--- src/pft_pkg.sv ---
package pft_pkg;

  // ==========================================================
  // Register map and field layout
  localparam logic [7:0] PFT_CMD_TIMING = 8'h16;
  localparam logic [7:0] PFT_CMD_MASK = 8'h17;
  localparam logic [7:0] PFT_TIMING_RST = 8'h00;
  localparam logic [7:0] PFT_MASK_RST = 8'h80;
  localparam logic [7:0] PFT_RDATA_NONE = 8'h00;
  localparam int PFT_LIM_LSB = 6;
  localparam int PFT_INRUSH_LSB = 4;
  localparam int PFT_CUT_LSB = 2;
  localparam int PFT_DIS_LSB = 0;
  localparam int PFT_IRQEN_BIT = 7;
  localparam int PFT_MAINS_BIT = 4;
  localparam int PFT_SENSE_BIT = 0;

  // ==========================================================
  // Sizes and timing
  localparam int PFT_NPORTS = 4;
  localparam int PFT_ADC_W = 10;
  localparam int PFT_MS_W = 10;
  localparam int PFT_SUB_SHIFT = 4;
  localparam int PFT_CNT_W = PFT_MS_W + PFT_SUB_SHIFT;
  localparam int PFT_DIV_W = 20;
  localparam int PFT_SMP_SHIFT = 4;
  localparam logic [3:0] PFT_SMP_LAST = 4'hF;
  localparam int PFT_CLK_HZ = 250_000_000;
  localparam int PFT_MS_PER_S = 1000;
  localparam int PFT_RATE_60HZ = 960;
  localparam int PFT_RATE_50HZ = 800;
  localparam int PFT_CYC_PER_MS = PFT_CLK_HZ / PFT_MS_PER_S;
  localparam int PFT_CYC_60HZ = PFT_CLK_HZ / PFT_RATE_60HZ;
  localparam int PFT_CYC_50HZ = PFT_CLK_HZ / PFT_RATE_50HZ;
  localparam int PFT_DIS_PCT = 13;
  localparam int PFT_PCT_DEN = 100;
  localparam logic [PFT_CNT_W-1:0] PFT_SUB_STEP = PFT_CNT_W'(1 << PFT_SUB_SHIFT);

  // Durations in milliseconds
  localparam logic [PFT_MS_W-1:0] PFT_T10 = 10'd10;
  localparam logic [PFT_MS_W-1:0] PFT_T15 = 10'd15;
  localparam logic [PFT_MS_W-1:0] PFT_T30 = 10'd30;
  localparam logic [PFT_MS_W-1:0] PFT_T60 = 10'd60;
  localparam logic [PFT_MS_W-1:0] PFT_T90 = 10'd90;
  localparam logic [PFT_MS_W-1:0] PFT_T120 = 10'd120;
  localparam logic [PFT_MS_W-1:0] PFT_T180 = 10'd180;
  localparam logic [PFT_MS_W-1:0] PFT_T240 = 10'd240;
  localparam logic [PFT_MS_W-1:0] PFT_T360 = 10'd360;
  localparam logic [PFT_MS_W-1:0] PFT_T720 = 10'd720;

  // Operating mode codes
  localparam logic [1:0] PFT_MODE_OFF = 2'h0;
  localparam logic [1:0] PFT_MODE_MANUAL = 2'h1;

  typedef enum logic [1:0] {PFT_OFF, PFT_INRUSH, PFT_POWERED, PFT_COOL} pft_pstate_t;

  typedef struct packed {
    pft_pstate_t st;
    logic [PFT_CNT_W-1:0] lim;
    logic [PFT_CNT_W-1:0] cut;
    logic [PFT_MS_W-1:0] ms;
    logic [PFT_MS_W-1:0] dis;
    logic [PFT_MS_W-1:0] above;
  } pft_port_t;

  // Per-port analog comparator levels
  typedef struct packed {
    logic [PFT_NPORTS-1:0] inrush_limit;
    logic [PFT_NPORTS-1:0] foldback_limit;
    logic [PFT_NPORTS-1:0] overload_cut;
    logic [PFT_NPORTS-1:0] below_disconnect;
  } pft_sense_t;

  // Per-port one-cycle fault events
  typedef struct packed {
    logic [PFT_NPORTS-1:0] inrush;
    logic [PFT_NPORTS-1:0] limit;
    logic [PFT_NPORTS-1:0] cut;
    logic [PFT_NPORTS-1:0] disc;
  } pft_fault_t;

  function automatic logic [PFT_MS_W-1:0] pft_limit_ms(input logic hp, input logic [1:0] sel);
    if (!hp) return PFT_T60;
    unique case (sel)
      2'h0: return PFT_T60;
      2'h1: return PFT_T30;
      2'h2: return PFT_T15;
      2'h3: return PFT_T10;
    endcase
  endfunction

  // Reserved inrush code falls back to the 60 ms default
  function automatic logic [PFT_MS_W-1:0] pft_inrush_ms(input logic [1:0] sel);
    unique case (sel)
      2'h1: return PFT_T30;
      2'h2: return PFT_T120;
      default: return PFT_T60;
    endcase
  endfunction

  function automatic logic [PFT_MS_W-1:0] pft_cut_ms(input logic [1:0] sel);
    unique case (sel)
      2'h0: return PFT_T60;
      2'h1: return PFT_T30;
      2'h2: return PFT_T120;
      2'h3: return PFT_T240;
    endcase
  endfunction

  function automatic logic [PFT_MS_W-1:0] pft_dis_ms(input logic [1:0] sel);
    unique case (sel)
      2'h0: return PFT_T360;
      2'h1: return PFT_T90;
      2'h2: return PFT_T180;
      2'h3: return PFT_T720;
    endcase
  endfunction

  function automatic logic [PFT_CNT_W-1:0] pft_to_sub(input logic [PFT_MS_W-1:0] ms);
    return PFT_CNT_W'(ms) << PFT_SUB_SHIFT;
  endfunction

  // Continuous-above time that restarts the disconnect count
  function automatic logic [PFT_MS_W-1:0] pft_dis_reset_ms(input logic [PFT_MS_W-1:0] ms);
    logic [PFT_MS_W-1:0] t;
    t = PFT_MS_W'((int'(ms) * PFT_DIS_PCT) / PFT_PCT_DEN);
    return (t == '0) ? PFT_MS_W'(1) : t;
  endfunction

endpackage

--- src/pft_port_fault_timing.sv ---
`timescale 1ns/10ps
// What this block does
// - One timing register drives all four ports; its limit field acts only on high-power ports.
// - Inrush, overload-cut or foldback timeout clears power-good and power-enable.
// - Foldback timer loads max after inrush, counts down while limiting, off at zero.
// - Timeout power-off (not disconnect) starts cool-down; no detection, class or, outside manual mode, power meanwhile.
// - Below foldback limit the counter climbs at 1/16 rate, capped at max.
// - Limit time 60 ms unless high-power; then 60/30/15/10 ms by field.
// - Cool-down end restarts detection in semi/auto mode if detect enabled.
// - Still at inrush limit when inrush ends: power off and cool down.
// - During cool-down in semi/auto mode, power-on requests are refused.
// - Inrush field: 60/30/120 ms; code 11 reserved, host avoids it.
// - Overload-cut timer loads after inrush, counts down above cut, off at zero.
// - Below cut threshold the cut counter climbs at 1/16 rate, capped.
// - Disconnect counter runs below threshold; 13% time above resets it.
// - Disconnect delay 360/90/180/720 ms, then the port is turned off.
// - Interrupt pin enable, reset 1, gates the active-low interrupt output.
// - Detection averages 16 samples taken at 960 or 800 per second.
// - Sense-resistor bit picks 250 or 255 milliohm lookup tables.
// - Semi-auto and auto both restart detection after cool-down; power-on always needs a request.
module pft_port_fault_timing import pft_pkg::*; #(
  parameter int CYC_PER_MS = PFT_CYC_PER_MS,
  parameter int CYC_60HZ = PFT_CYC_60HZ,
  parameter int CYC_50HZ = PFT_CYC_50HZ
) (
  input wire logic CLK_SYS,
  input wire logic RST,
  input wire logic REG_WR,
  input wire logic REG_RD,
  input wire logic [7:0] REG_CMD,
  input wire logic [7:0] REG_WDATA,
  output logic [7:0] REG_RDATA,
  input wire logic [2*PFT_NPORTS-1:0] PORT_MODE,
  input wire logic [PFT_NPORTS-1:0] HIGH_POWER_PORT_ENABLE,
  input wire logic [PFT_NPORTS-1:0] DETECT_ENABLE,
  input wire logic [PFT_NPORTS-1:0] PWR_ON_REQ,
  input wire logic [PFT_NPORTS-1:0] PWR_OFF_REQ,
  input wire logic [PFT_NPORTS-1:0] PORT_RESET_REQ,
  input wire pft_sense_t SENSE,
  input wire logic [PFT_MS_W-1:0] COOL_DOWN_MS,
  input wire logic IRQ_REQ,
  input wire logic DETECT_ACTIVE,
  input wire logic ADC_VALID,
  input wire logic [PFT_ADC_W-1:0] ADC_DATA,
  output logic [PFT_NPORTS-1:0] POWER_ENABLE_STATUS,
  output logic [PFT_NPORTS-1:0] POWER_GOOD_STATUS,
  output logic [PFT_NPORTS-1:0] COOL_DOWN_ACTIVE,
  output pft_fault_t FAULT,
  output logic [PFT_NPORTS-1:0] DETECT_RESTART,
  output logic IRQ_N,
  output logic SENSE_TABLE_SEL,
  output logic ADC_SAMPLE_REQ,
  output logic [PFT_ADC_W-1:0] DETECT_AVG,
  output logic DETECT_AVG_VALID
);

  // ==========================================================
  // State
  typedef struct packed {
    logic [7:0] timing;
    logic [7:0] mask;
    logic [7:0] rdata;
    logic [PFT_DIV_W-1:0] ms_div;
    logic [PFT_DIV_W-1:0] smp_div;
    pft_port_t [PFT_NPORTS-1:0] port;
    logic [PFT_NPORTS-1:0] pe;
    logic [PFT_NPORTS-1:0] pg;
    logic [PFT_NPORTS-1:0] cool;
    pft_fault_t fault;
    logic [PFT_NPORTS-1:0] restart;
    logic irq_n;
    logic smp_req;
    logic [3:0] smp_cnt;
    logic [PFT_ADC_W+PFT_SMP_SHIFT-1:0] acc;
    logic [PFT_ADC_W-1:0] avg;
    logic avg_valid;
  } pft_state_t;

  pft_state_t st_r;
  pft_state_t st_nxt;
  logic ms_tick;
  logic [PFT_DIV_W-1:0] smp_last;

  // Shared millisecond timebase for every port timer
  assign ms_tick = (st_r.ms_div == PFT_DIV_W'(CYC_PER_MS - 1));
  // Mains bit sets the detection sample period
  assign smp_last = st_r.mask[PFT_MAINS_BIT] ? PFT_DIV_W'(CYC_60HZ - 1)
                                             : PFT_DIV_W'(CYC_50HZ - 1);

  // ==========================================================
  // Next-state logic
  always_comb begin
    logic [1:0] mode;
    logic [PFT_CNT_W-1:0] lim_max;
    logic [PFT_CNT_W-1:0] cut_max;
    logic [PFT_MS_W-1:0] dis_ms;
    logic trip;
    logic go_off;
    logic on_ok;
    logic [PFT_ADC_W+PFT_SMP_SHIFT-1:0] sum;
    mode = '0;
    lim_max = '0;
    cut_max = '0;
    dis_ms = '0;
    trip = 1'b0;
    go_off = 1'b0;
    on_ok = 1'b0;
    sum = '0;
    st_nxt = st_r;
    st_nxt.fault = '0;
    st_nxt.restart = '0;
    st_nxt.smp_req = 1'b0;
    st_nxt.avg_valid = 1'b0;
    st_nxt.ms_div = ms_tick ? '0 : st_r.ms_div + PFT_DIV_W'(1);

    // Command port: writes and registered reads
    if (REG_WR && REG_CMD == PFT_CMD_TIMING) begin
      st_nxt.timing = REG_WDATA;
    end
    if (REG_WR && REG_CMD == PFT_CMD_MASK) begin
      st_nxt.mask = REG_WDATA;
    end
    if (REG_RD) begin
      unique case (REG_CMD)
        PFT_CMD_TIMING: st_nxt.rdata = st_r.timing;
        PFT_CMD_MASK: st_nxt.rdata = st_r.mask;
        default: st_nxt.rdata = PFT_RDATA_NONE;
      endcase
    end

    // Interrupt pin gated by its enable bit
    st_nxt.irq_n = ~(IRQ_REQ & st_r.mask[PFT_IRQEN_BIT]);

    // Per-port timers, all but cool-down (COOL_DOWN_MS) from the one shared timing register
    for (int i = 0; i < PFT_NPORTS; i++) begin
      mode = PORT_MODE[2*i +: 2];
      lim_max = pft_to_sub(pft_limit_ms(HIGH_POWER_PORT_ENABLE[i],
                           st_r.timing[PFT_LIM_LSB +: 2]));
      cut_max = pft_to_sub(pft_cut_ms(st_r.timing[PFT_CUT_LSB +: 2]));
      dis_ms = pft_dis_ms(st_r.timing[PFT_DIS_LSB +: 2]);
      trip = 1'b0;
      // Manual mode may override cool-down; semi/auto may not
      on_ok = PWR_ON_REQ[i] && !PWR_OFF_REQ[i] && mode != PFT_MODE_OFF &&
              (!st_r.cool[i] || mode == PFT_MODE_MANUAL);
      go_off = PWR_OFF_REQ[i] || PORT_RESET_REQ[i] || mode == PFT_MODE_OFF;
      unique case (st_r.port[i].st)
        PFT_OFF: begin
          if (on_ok) begin
            st_nxt.port[i].st = PFT_INRUSH;
            st_nxt.port[i].ms = '0;
            st_nxt.pe[i] = 1'b1;
          end
        end
        PFT_INRUSH: begin
          if (ms_tick) begin
            if (st_r.port[i].ms + PFT_MS_W'(1) >=
                pft_inrush_ms(st_r.timing[PFT_INRUSH_LSB +: 2])) begin
              if (SENSE.inrush_limit[i]) begin
                trip = 1'b1;
                st_nxt.fault.inrush[i] = 1'b1;
              end else begin
                // Both fault timers start full when inrush ends
                st_nxt.port[i].st = PFT_POWERED;
                st_nxt.pg[i] = 1'b1;
                st_nxt.port[i].lim = lim_max;
                st_nxt.port[i].cut = cut_max;
                st_nxt.port[i].dis = '0;
                st_nxt.port[i].above = '0;
              end
            end else begin
              st_nxt.port[i].ms = st_r.port[i].ms + PFT_MS_W'(1);
            end
          end
        end
        PFT_POWERED: begin
          if (ms_tick) begin
            // Foldback: fast drain while limiting, slow refill otherwise
            if (SENSE.foldback_limit[i]) begin
              if (st_r.port[i].lim <= PFT_SUB_STEP) begin
                st_nxt.port[i].lim = '0;
                trip = 1'b1;
                st_nxt.fault.limit[i] = 1'b1;
              end else begin
                st_nxt.port[i].lim = st_r.port[i].lim - PFT_SUB_STEP;
              end
            end else if (st_r.port[i].lim < lim_max) begin
              st_nxt.port[i].lim = st_r.port[i].lim + PFT_CNT_W'(1);
            end else begin
              st_nxt.port[i].lim = lim_max;
            end
            // Overload cut: same shape, own threshold
            if (SENSE.overload_cut[i]) begin
              if (st_r.port[i].cut <= PFT_SUB_STEP) begin
                st_nxt.port[i].cut = '0;
                trip = 1'b1;
                st_nxt.fault.cut[i] = 1'b1;
              end else begin
                st_nxt.port[i].cut = st_r.port[i].cut - PFT_SUB_STEP;
              end
            end else if (st_r.port[i].cut < cut_max) begin
              st_nxt.port[i].cut = st_r.port[i].cut + PFT_CNT_W'(1);
            end else begin
              st_nxt.port[i].cut = cut_max;
            end
            // Disconnect: count low time, forget it after a steady high spell
            if (SENSE.below_disconnect[i]) begin
              st_nxt.port[i].above = '0;
              if (st_r.port[i].dis + PFT_MS_W'(1) >= dis_ms) begin
                st_nxt.fault.disc[i] = !trip;
                st_nxt.port[i].st = trip ? PFT_POWERED : PFT_OFF;
                st_nxt.pe[i] = trip;
                st_nxt.pg[i] = trip;
              end else begin
                st_nxt.port[i].dis = st_r.port[i].dis + PFT_MS_W'(1);
              end
            end else if (st_r.port[i].above + PFT_MS_W'(1) >= pft_dis_reset_ms(dis_ms)) begin
              st_nxt.port[i].dis = '0;
              st_nxt.port[i].above = '0;
            end else begin
              st_nxt.port[i].above = st_r.port[i].above + PFT_MS_W'(1);
            end
          end
        end
        PFT_COOL: begin
          if (on_ok) begin
            st_nxt.port[i].st = PFT_INRUSH;
            st_nxt.port[i].ms = '0;
            st_nxt.pe[i] = 1'b1;
            st_nxt.cool[i] = 1'b0;
          end else if (ms_tick) begin
            if (st_r.port[i].ms + PFT_MS_W'(1) >= COOL_DOWN_MS) begin
              st_nxt.port[i].st = PFT_OFF;
              st_nxt.cool[i] = 1'b0;
              st_nxt.restart[i] = mode[1] && DETECT_ENABLE[i];
            end else begin
              st_nxt.port[i].ms = st_r.port[i].ms + PFT_MS_W'(1);
            end
          end
        end
      endcase
      // Any inrush, foldback or cut timeout drops the port and locks it out
      if (trip) begin
        st_nxt.port[i].st = PFT_COOL;
        st_nxt.port[i].ms = '0;
        st_nxt.cool[i] = 1'b1;
        st_nxt.pe[i] = 1'b0;
        st_nxt.pg[i] = 1'b0;
      end
      // Host off keeps a lockout, even one starting now; a port reset cancels it
      if (go_off && (st_nxt.port[i].st != PFT_COOL || PORT_RESET_REQ[i])) begin
        st_nxt.port[i].st = PFT_OFF;
        st_nxt.pe[i] = 1'b0;
        st_nxt.pg[i] = 1'b0;
        st_nxt.cool[i] = 1'b0;
        st_nxt.restart[i] = 1'b0;
        st_nxt.fault.inrush[i] = 1'b0;
        st_nxt.fault.limit[i] = 1'b0;
        st_nxt.fault.cut[i] = 1'b0;
        st_nxt.fault.disc[i] = 1'b0;
      end
    end

    // Detection voltage sampling and 16-sample average
    if (DETECT_ACTIVE) begin
      if (st_r.smp_div >= smp_last) begin
        st_nxt.smp_div = '0;
        st_nxt.smp_req = 1'b1;
      end else begin
        st_nxt.smp_div = st_r.smp_div + PFT_DIV_W'(1);
      end
      if (ADC_VALID) begin
        sum = st_r.acc + (PFT_ADC_W + PFT_SMP_SHIFT)'(ADC_DATA);
        st_nxt.smp_cnt = st_r.smp_cnt + 4'h1;
        if (st_r.smp_cnt == PFT_SMP_LAST) begin
          st_nxt.avg = PFT_ADC_W'(sum >> PFT_SMP_SHIFT);
          st_nxt.avg_valid = 1'b1;
          st_nxt.acc = '0;
        end else begin
          st_nxt.acc = sum;
        end
      end
    end else begin
      // A partial window is dropped so mains ripple never skews the mean
      st_nxt.smp_div = '0;
      st_nxt.smp_cnt = '0;
      st_nxt.acc = '0;
    end
  end

  // ==========================================================
  // State register
  always_ff @(posedge CLK_SYS or posedge RST) begin
    if (RST) begin
      st_r <= '0;
      st_r.timing <= PFT_TIMING_RST;
      st_r.mask <= PFT_MASK_RST;
      st_r.irq_n <= 1'b1;
    end else begin
      st_r <= st_nxt;
    end
  end

  // ==========================================================
  // Outputs, all straight from state flops
  assign REG_RDATA = st_r.rdata;
  assign POWER_ENABLE_STATUS = st_r.pe;
  assign POWER_GOOD_STATUS = st_r.pg;
  assign COOL_DOWN_ACTIVE = st_r.cool;
  assign FAULT = st_r.fault;
  assign DETECT_RESTART = st_r.restart;
  assign IRQ_N = st_r.irq_n;
  assign SENSE_TABLE_SEL = st_r.mask[PFT_SENSE_BIT];
  assign ADC_SAMPLE_REQ = st_r.smp_req;
  assign DETECT_AVG = st_r.avg;
  assign DETECT_AVG_VALID = st_r.avg_valid;

  logic quiet0;
  assign quiet0 = !PWR_OFF_REQ[0] && !PORT_RESET_REQ[0] && PORT_MODE[1:0] != PFT_MODE_OFF;
endmodule

--- config.mk ---
export PLATFORM = sky130hd
export DESIGN_NAME = pft_port_fault_timing
export DESIGN_NICKNAME = d
export VERILOG_FILES = /design/src/pft_pkg.sv /design/src/pft_port_fault_timing.sv
export SDC_FILE = /design/constraint.sdc
export NUM_CORES = 1
export LEC_CHECK = 0
export ABC_AREA = 1
export CAP_MARGIN = 40
export CELL_PAD_IN_SITES_DETAIL_PLACEMENT = 1
export CELL_PAD_IN_SITES_GLOBAL_PLACEMENT = 1
export CORE_UTILIZATION = 49
export DETAILED_ROUTE_END_ITERATION = 8
export DONT_BUFFER_PORTS = 1
export PLACE_DENSITY = 0.83
export RECOVER_POWER = 25
export SETUP_SLACK_MARGIN = 0.2
export SYNTH_ARGS = -nofsm -noshare
export SYNTH_HDL_FRONTEND = slang
export SYNTH_SLANG_ARGS = --single-unit
export TNS_END_PERCENT = 10
--- constraint.sdc ---
create_clock -name CLK_SYS -period 14.98 [get_ports CLK_SYS]
set_clock_uncertainty 0.2 [all_clocks]
set_input_delay 0.749 -clock CLK_SYS [delete_from_list [all_inputs] [get_ports CLK_SYS]]
set_output_delay 0.749 -clock CLK_SYS [all_outputs]
set_load 0.02 [all_outputs]
==> summary.md <==
| Metric | Value |
|---|---|
| Starting Density | 49.80% |
| Yosys top cell by area | dfrtp_1 |
| CP Class | input port to async pin |
| CTS tree | yes |
| Via count | 25.88k |
| RSZ-0062 raised after global routing | no |
| Mapped Area | 28190 µm² |
| First-pass GRT wire length | 143.3 mm |
| Actual slew at the worst max-slew pin | 4.351 ns |
| Wirelength per Cell | 19.05 µm |
| Crit path top cell by count | clkbuf_1 |
| Max Clk Rate | 140.4 MHz |
| Via/cell ratio | 5.723 |
| Antenna diode instance count | 0 |
| Nature of the critical path endpoint | async pin |
| Count leader, synth | nand2_1 |
| Top-Level Pins | 141 |
| Post-synth net total | 4141 |
| Vias in the first global route | 27.20k |
| Peak supply drop | 79.85 µV |
| Post-synthesis sequential area ratio | 32.59% |
| Fin area | 30050 µm² |
| Pwr/cell area | 92.21 nW/µm² |
| Root buffer cell | clkbuf_16 |
| WL final | 86.11 mm |
| Max Cap Viol | 3 |
| Hold crit path type | input port to flip-flop |
| Ys flop type | dfrtp_1 |
| CTS buffer count | 45 |
| Setup TNS Final | 0 ns |
| Min Hold Slack | 0.05810 ns |
| PnR worst setup slack | 7.859 ns |
| Die X | 241.9 µm |
| Top cells by instance count after synthesis | nand2_1 (744), inv_1 (525), dfrtp_1 (365) |
| Startpoint types | input port |
| Number of routed nets with antenna violations | 0 |
| Cell Chain, Critical Path | dlygate4sd3_1, clkinvlp_2, clkbuf_1, clkbuf_1 |
| Worst Setup Slack post-DPL | 10.39 ns |
| Synth top area cells | dfrtp_1 (32%), ha_1 (11%), nand2_1 (9.9%), inv_1 (7.0%), nor2_1 (4.6%) |
| Clock slew at reported path FFs | 0.06 ns |
| Row count | 87 |
| Cells resized by post-CTS repair | 0 |
| Met3 wire length | 3.841 mm |
| Slew headroom | -191.7% |
| GRT overflow | 0 |
| Nets | 4077 |
| Netlist cell types | 81 |
| Fraction of registers with async set/reset | 100.0% |
| CP top delay family | buffers and inverters |
| CP required | 14.59 ns |
| Core area | 56600 µm² |
| DR iter-0 viols | 1327 |
| # setup viols final | 0 |
| Number of synthesized flops with an enable pin | 0 |
| Met2 wire len | 40.58 mm |
| DRC viols | 0 |
| GRT Total Usage | 29.83% |
| Final min period | 7.121 ns |
| Worst skew pair latency | 0.60 ns |
| Die extent in y | 241.9 µm |
| M1 wire length | 38.89 mm |
| Peak per-stage delay on the critical path | 2.65 ns |
| #FFs+latches synth | 367 |
| Placed wire-length estimate | 63.94 mm |
| Placed cell count | 4436 |
| Final core occ | 53.09% |
| Crit-path slowest cell | clkbuf_1 |
| Largest net degree at the start of global routing | 157 |
| Placer congestion estimate | 0.8752 |
| Status | finished, violations left |
| Max Buffers Root-to-Sink | 3 |
| Post-Syn Area per Cell | 7.430 µm² |
| Crit path DAT | 6.73 ns |
| Post-synth top area share | 32.40% |
| Cells after Synth | 3794 |
| Final period utilization | 47.53% |
| CP max FO | 92 |
| Final Hold Fails | 0 |
| Clk sink count | 367 |
| Number of port buffers | 0 |
| DR top layer | met5 |
| H-tree Lvls | 2 |
| Worst Path Buf+Inv | 4 |
| Layout cell share with drive strength beyond 1 | 5.339% |
| Area grow syn2layout | 6.609% |
| Initial antenna violation count | 1 |
| Synth warn | 0 |
| Drt pass-1 iters | 5 |
| Non-Filler Instances | 4521 |
| Total Power | 2.771 mW |
| Leakage | 14.87 nW |
| Placed Instance Area | 28540 µm² |
| Max-slew violations | 182 |
| Failing checks | capacitance limit, slew limit |
| Die area | 58500 µm² |
[where the power goes]
| group | internal [mW] | leakage (nW) | switching [mW] |
|---|---|---|---|
| registers | 1.06 | 4.73 | 0.0802 |
| logic | 0.158 | 9.38 | 0.313 |
| clock network | 0.696 | 0.761 | 0.465 |
| total | 1.91 | 14.9 | 0.858 |
[cells in the final DEF (no fill, tap or decap), types with 8 or more instances in the layout]
cell and instances:
nand2_1 744, inv_1 524, dfrtp_1 365, nor2_1 350, ha_1 259, a21oi_1 232, nand3_1 219, o21ai_0 214
xor2_1 135, nand4_1 83, nor3_1 76, clkbuf_16 47, o31ai_1 45, a31oi_1 33, o211ai_1 33, o22ai_1 31
xnor2_1 29, a22oi_1 27, inv_2 20, o21ai_1 20, o21a_1 15, nand2_2 13, a21boi_0 13, or2_2 13
nor2_2 11, nor4_1 11, clkbuf_1 11, clkbuf_8 11, nand3_2 10, nand3b_1 10, a211oi_1 9, mux2_2 9
o2111ai_1 8, clkinv_2 8, buf_4 8
[path summary, 6_finish.rpt]
kind                       cells past startpoint  startpoint        endpoint  slack [ns]
setup / recovery                               4         RST       st_r[182]        7.86
hold / removal                                 1      REG_RD    REG_RDATA[7]        0.06
setup reg to reg                              13   st_r[323]       st_r[149]        9.72
hold reg to reg                                1   st_r[358]           IRQ_N        0.24
max in group CLK_SYS                          13   st_r[323]       st_r[149]        9.72
min in group asynchronous                      2         RST  ADC_SAMPLE_REQ        1.75
[flip-flops by register name, summed over array words and instances (netlist names)]
signal               count
POWER_ENABLE_STATUS      4
FAULT                   16
st_r                   313
DETECT_AVG              10
REG_RDATA                8
ADC_SAMPLE_REQ           1
IRQ_N                    1
SENSE_TABLE_SEL          1
DETECT_RESTART           4
DETECT_AVG_VALID         1
COOL_DOWN_ACTIVE         4
POWER_GOOD_STATUS        4
[layout make-up]
class	count	area, µm²
Clock buffer	66	1358
Clock inverter	16	191.4
Fill cell	7248	26550
Inverter	550	2066
Multi-Input combinational cell	2750	16190
Sequential cell	367	9186
Tap cell	756	945.9
Timing Repair Buffer	16	121.4
[layer usage]
| layer | vias up | GRT usage (%) |
|---|---|---|
| li1 | 12510 | - |
| met1 | 12750 | 39.51 |
| met2 | 461 | 49.70 |
| met3 | 161 | 4.317 |
| met4 | 2 | 10.22 |
| met5 | - | 0 |
[cell families (layout without fill, tap and decap cells)]
family / Yosys count / after routing / share of synthesized area [%]
DFF: 367 / 367 / 32.59
adders and majority gates: 260 / 260 / 11.57
xor gates and xnor gates: 164 / 164 / 5.095
AOI/OAI and AO/OA: 743 / 743 / 15.83
and+or+nand+nor: 1572 / 1572 / 24.56
buffers and inverters: 677 / 648 / 9.929
muxes: 11 / 11 / 0.4305
[repair_timing]
| item | 4_1_cts | 5_1_grt |
|---|---|---|
| hold buffers | 2 | 0 |
| hold endpoints to repair | 90 | 0 |
| setup buffers | 0 | 0 |
Power figures use the tool's default switching activity.
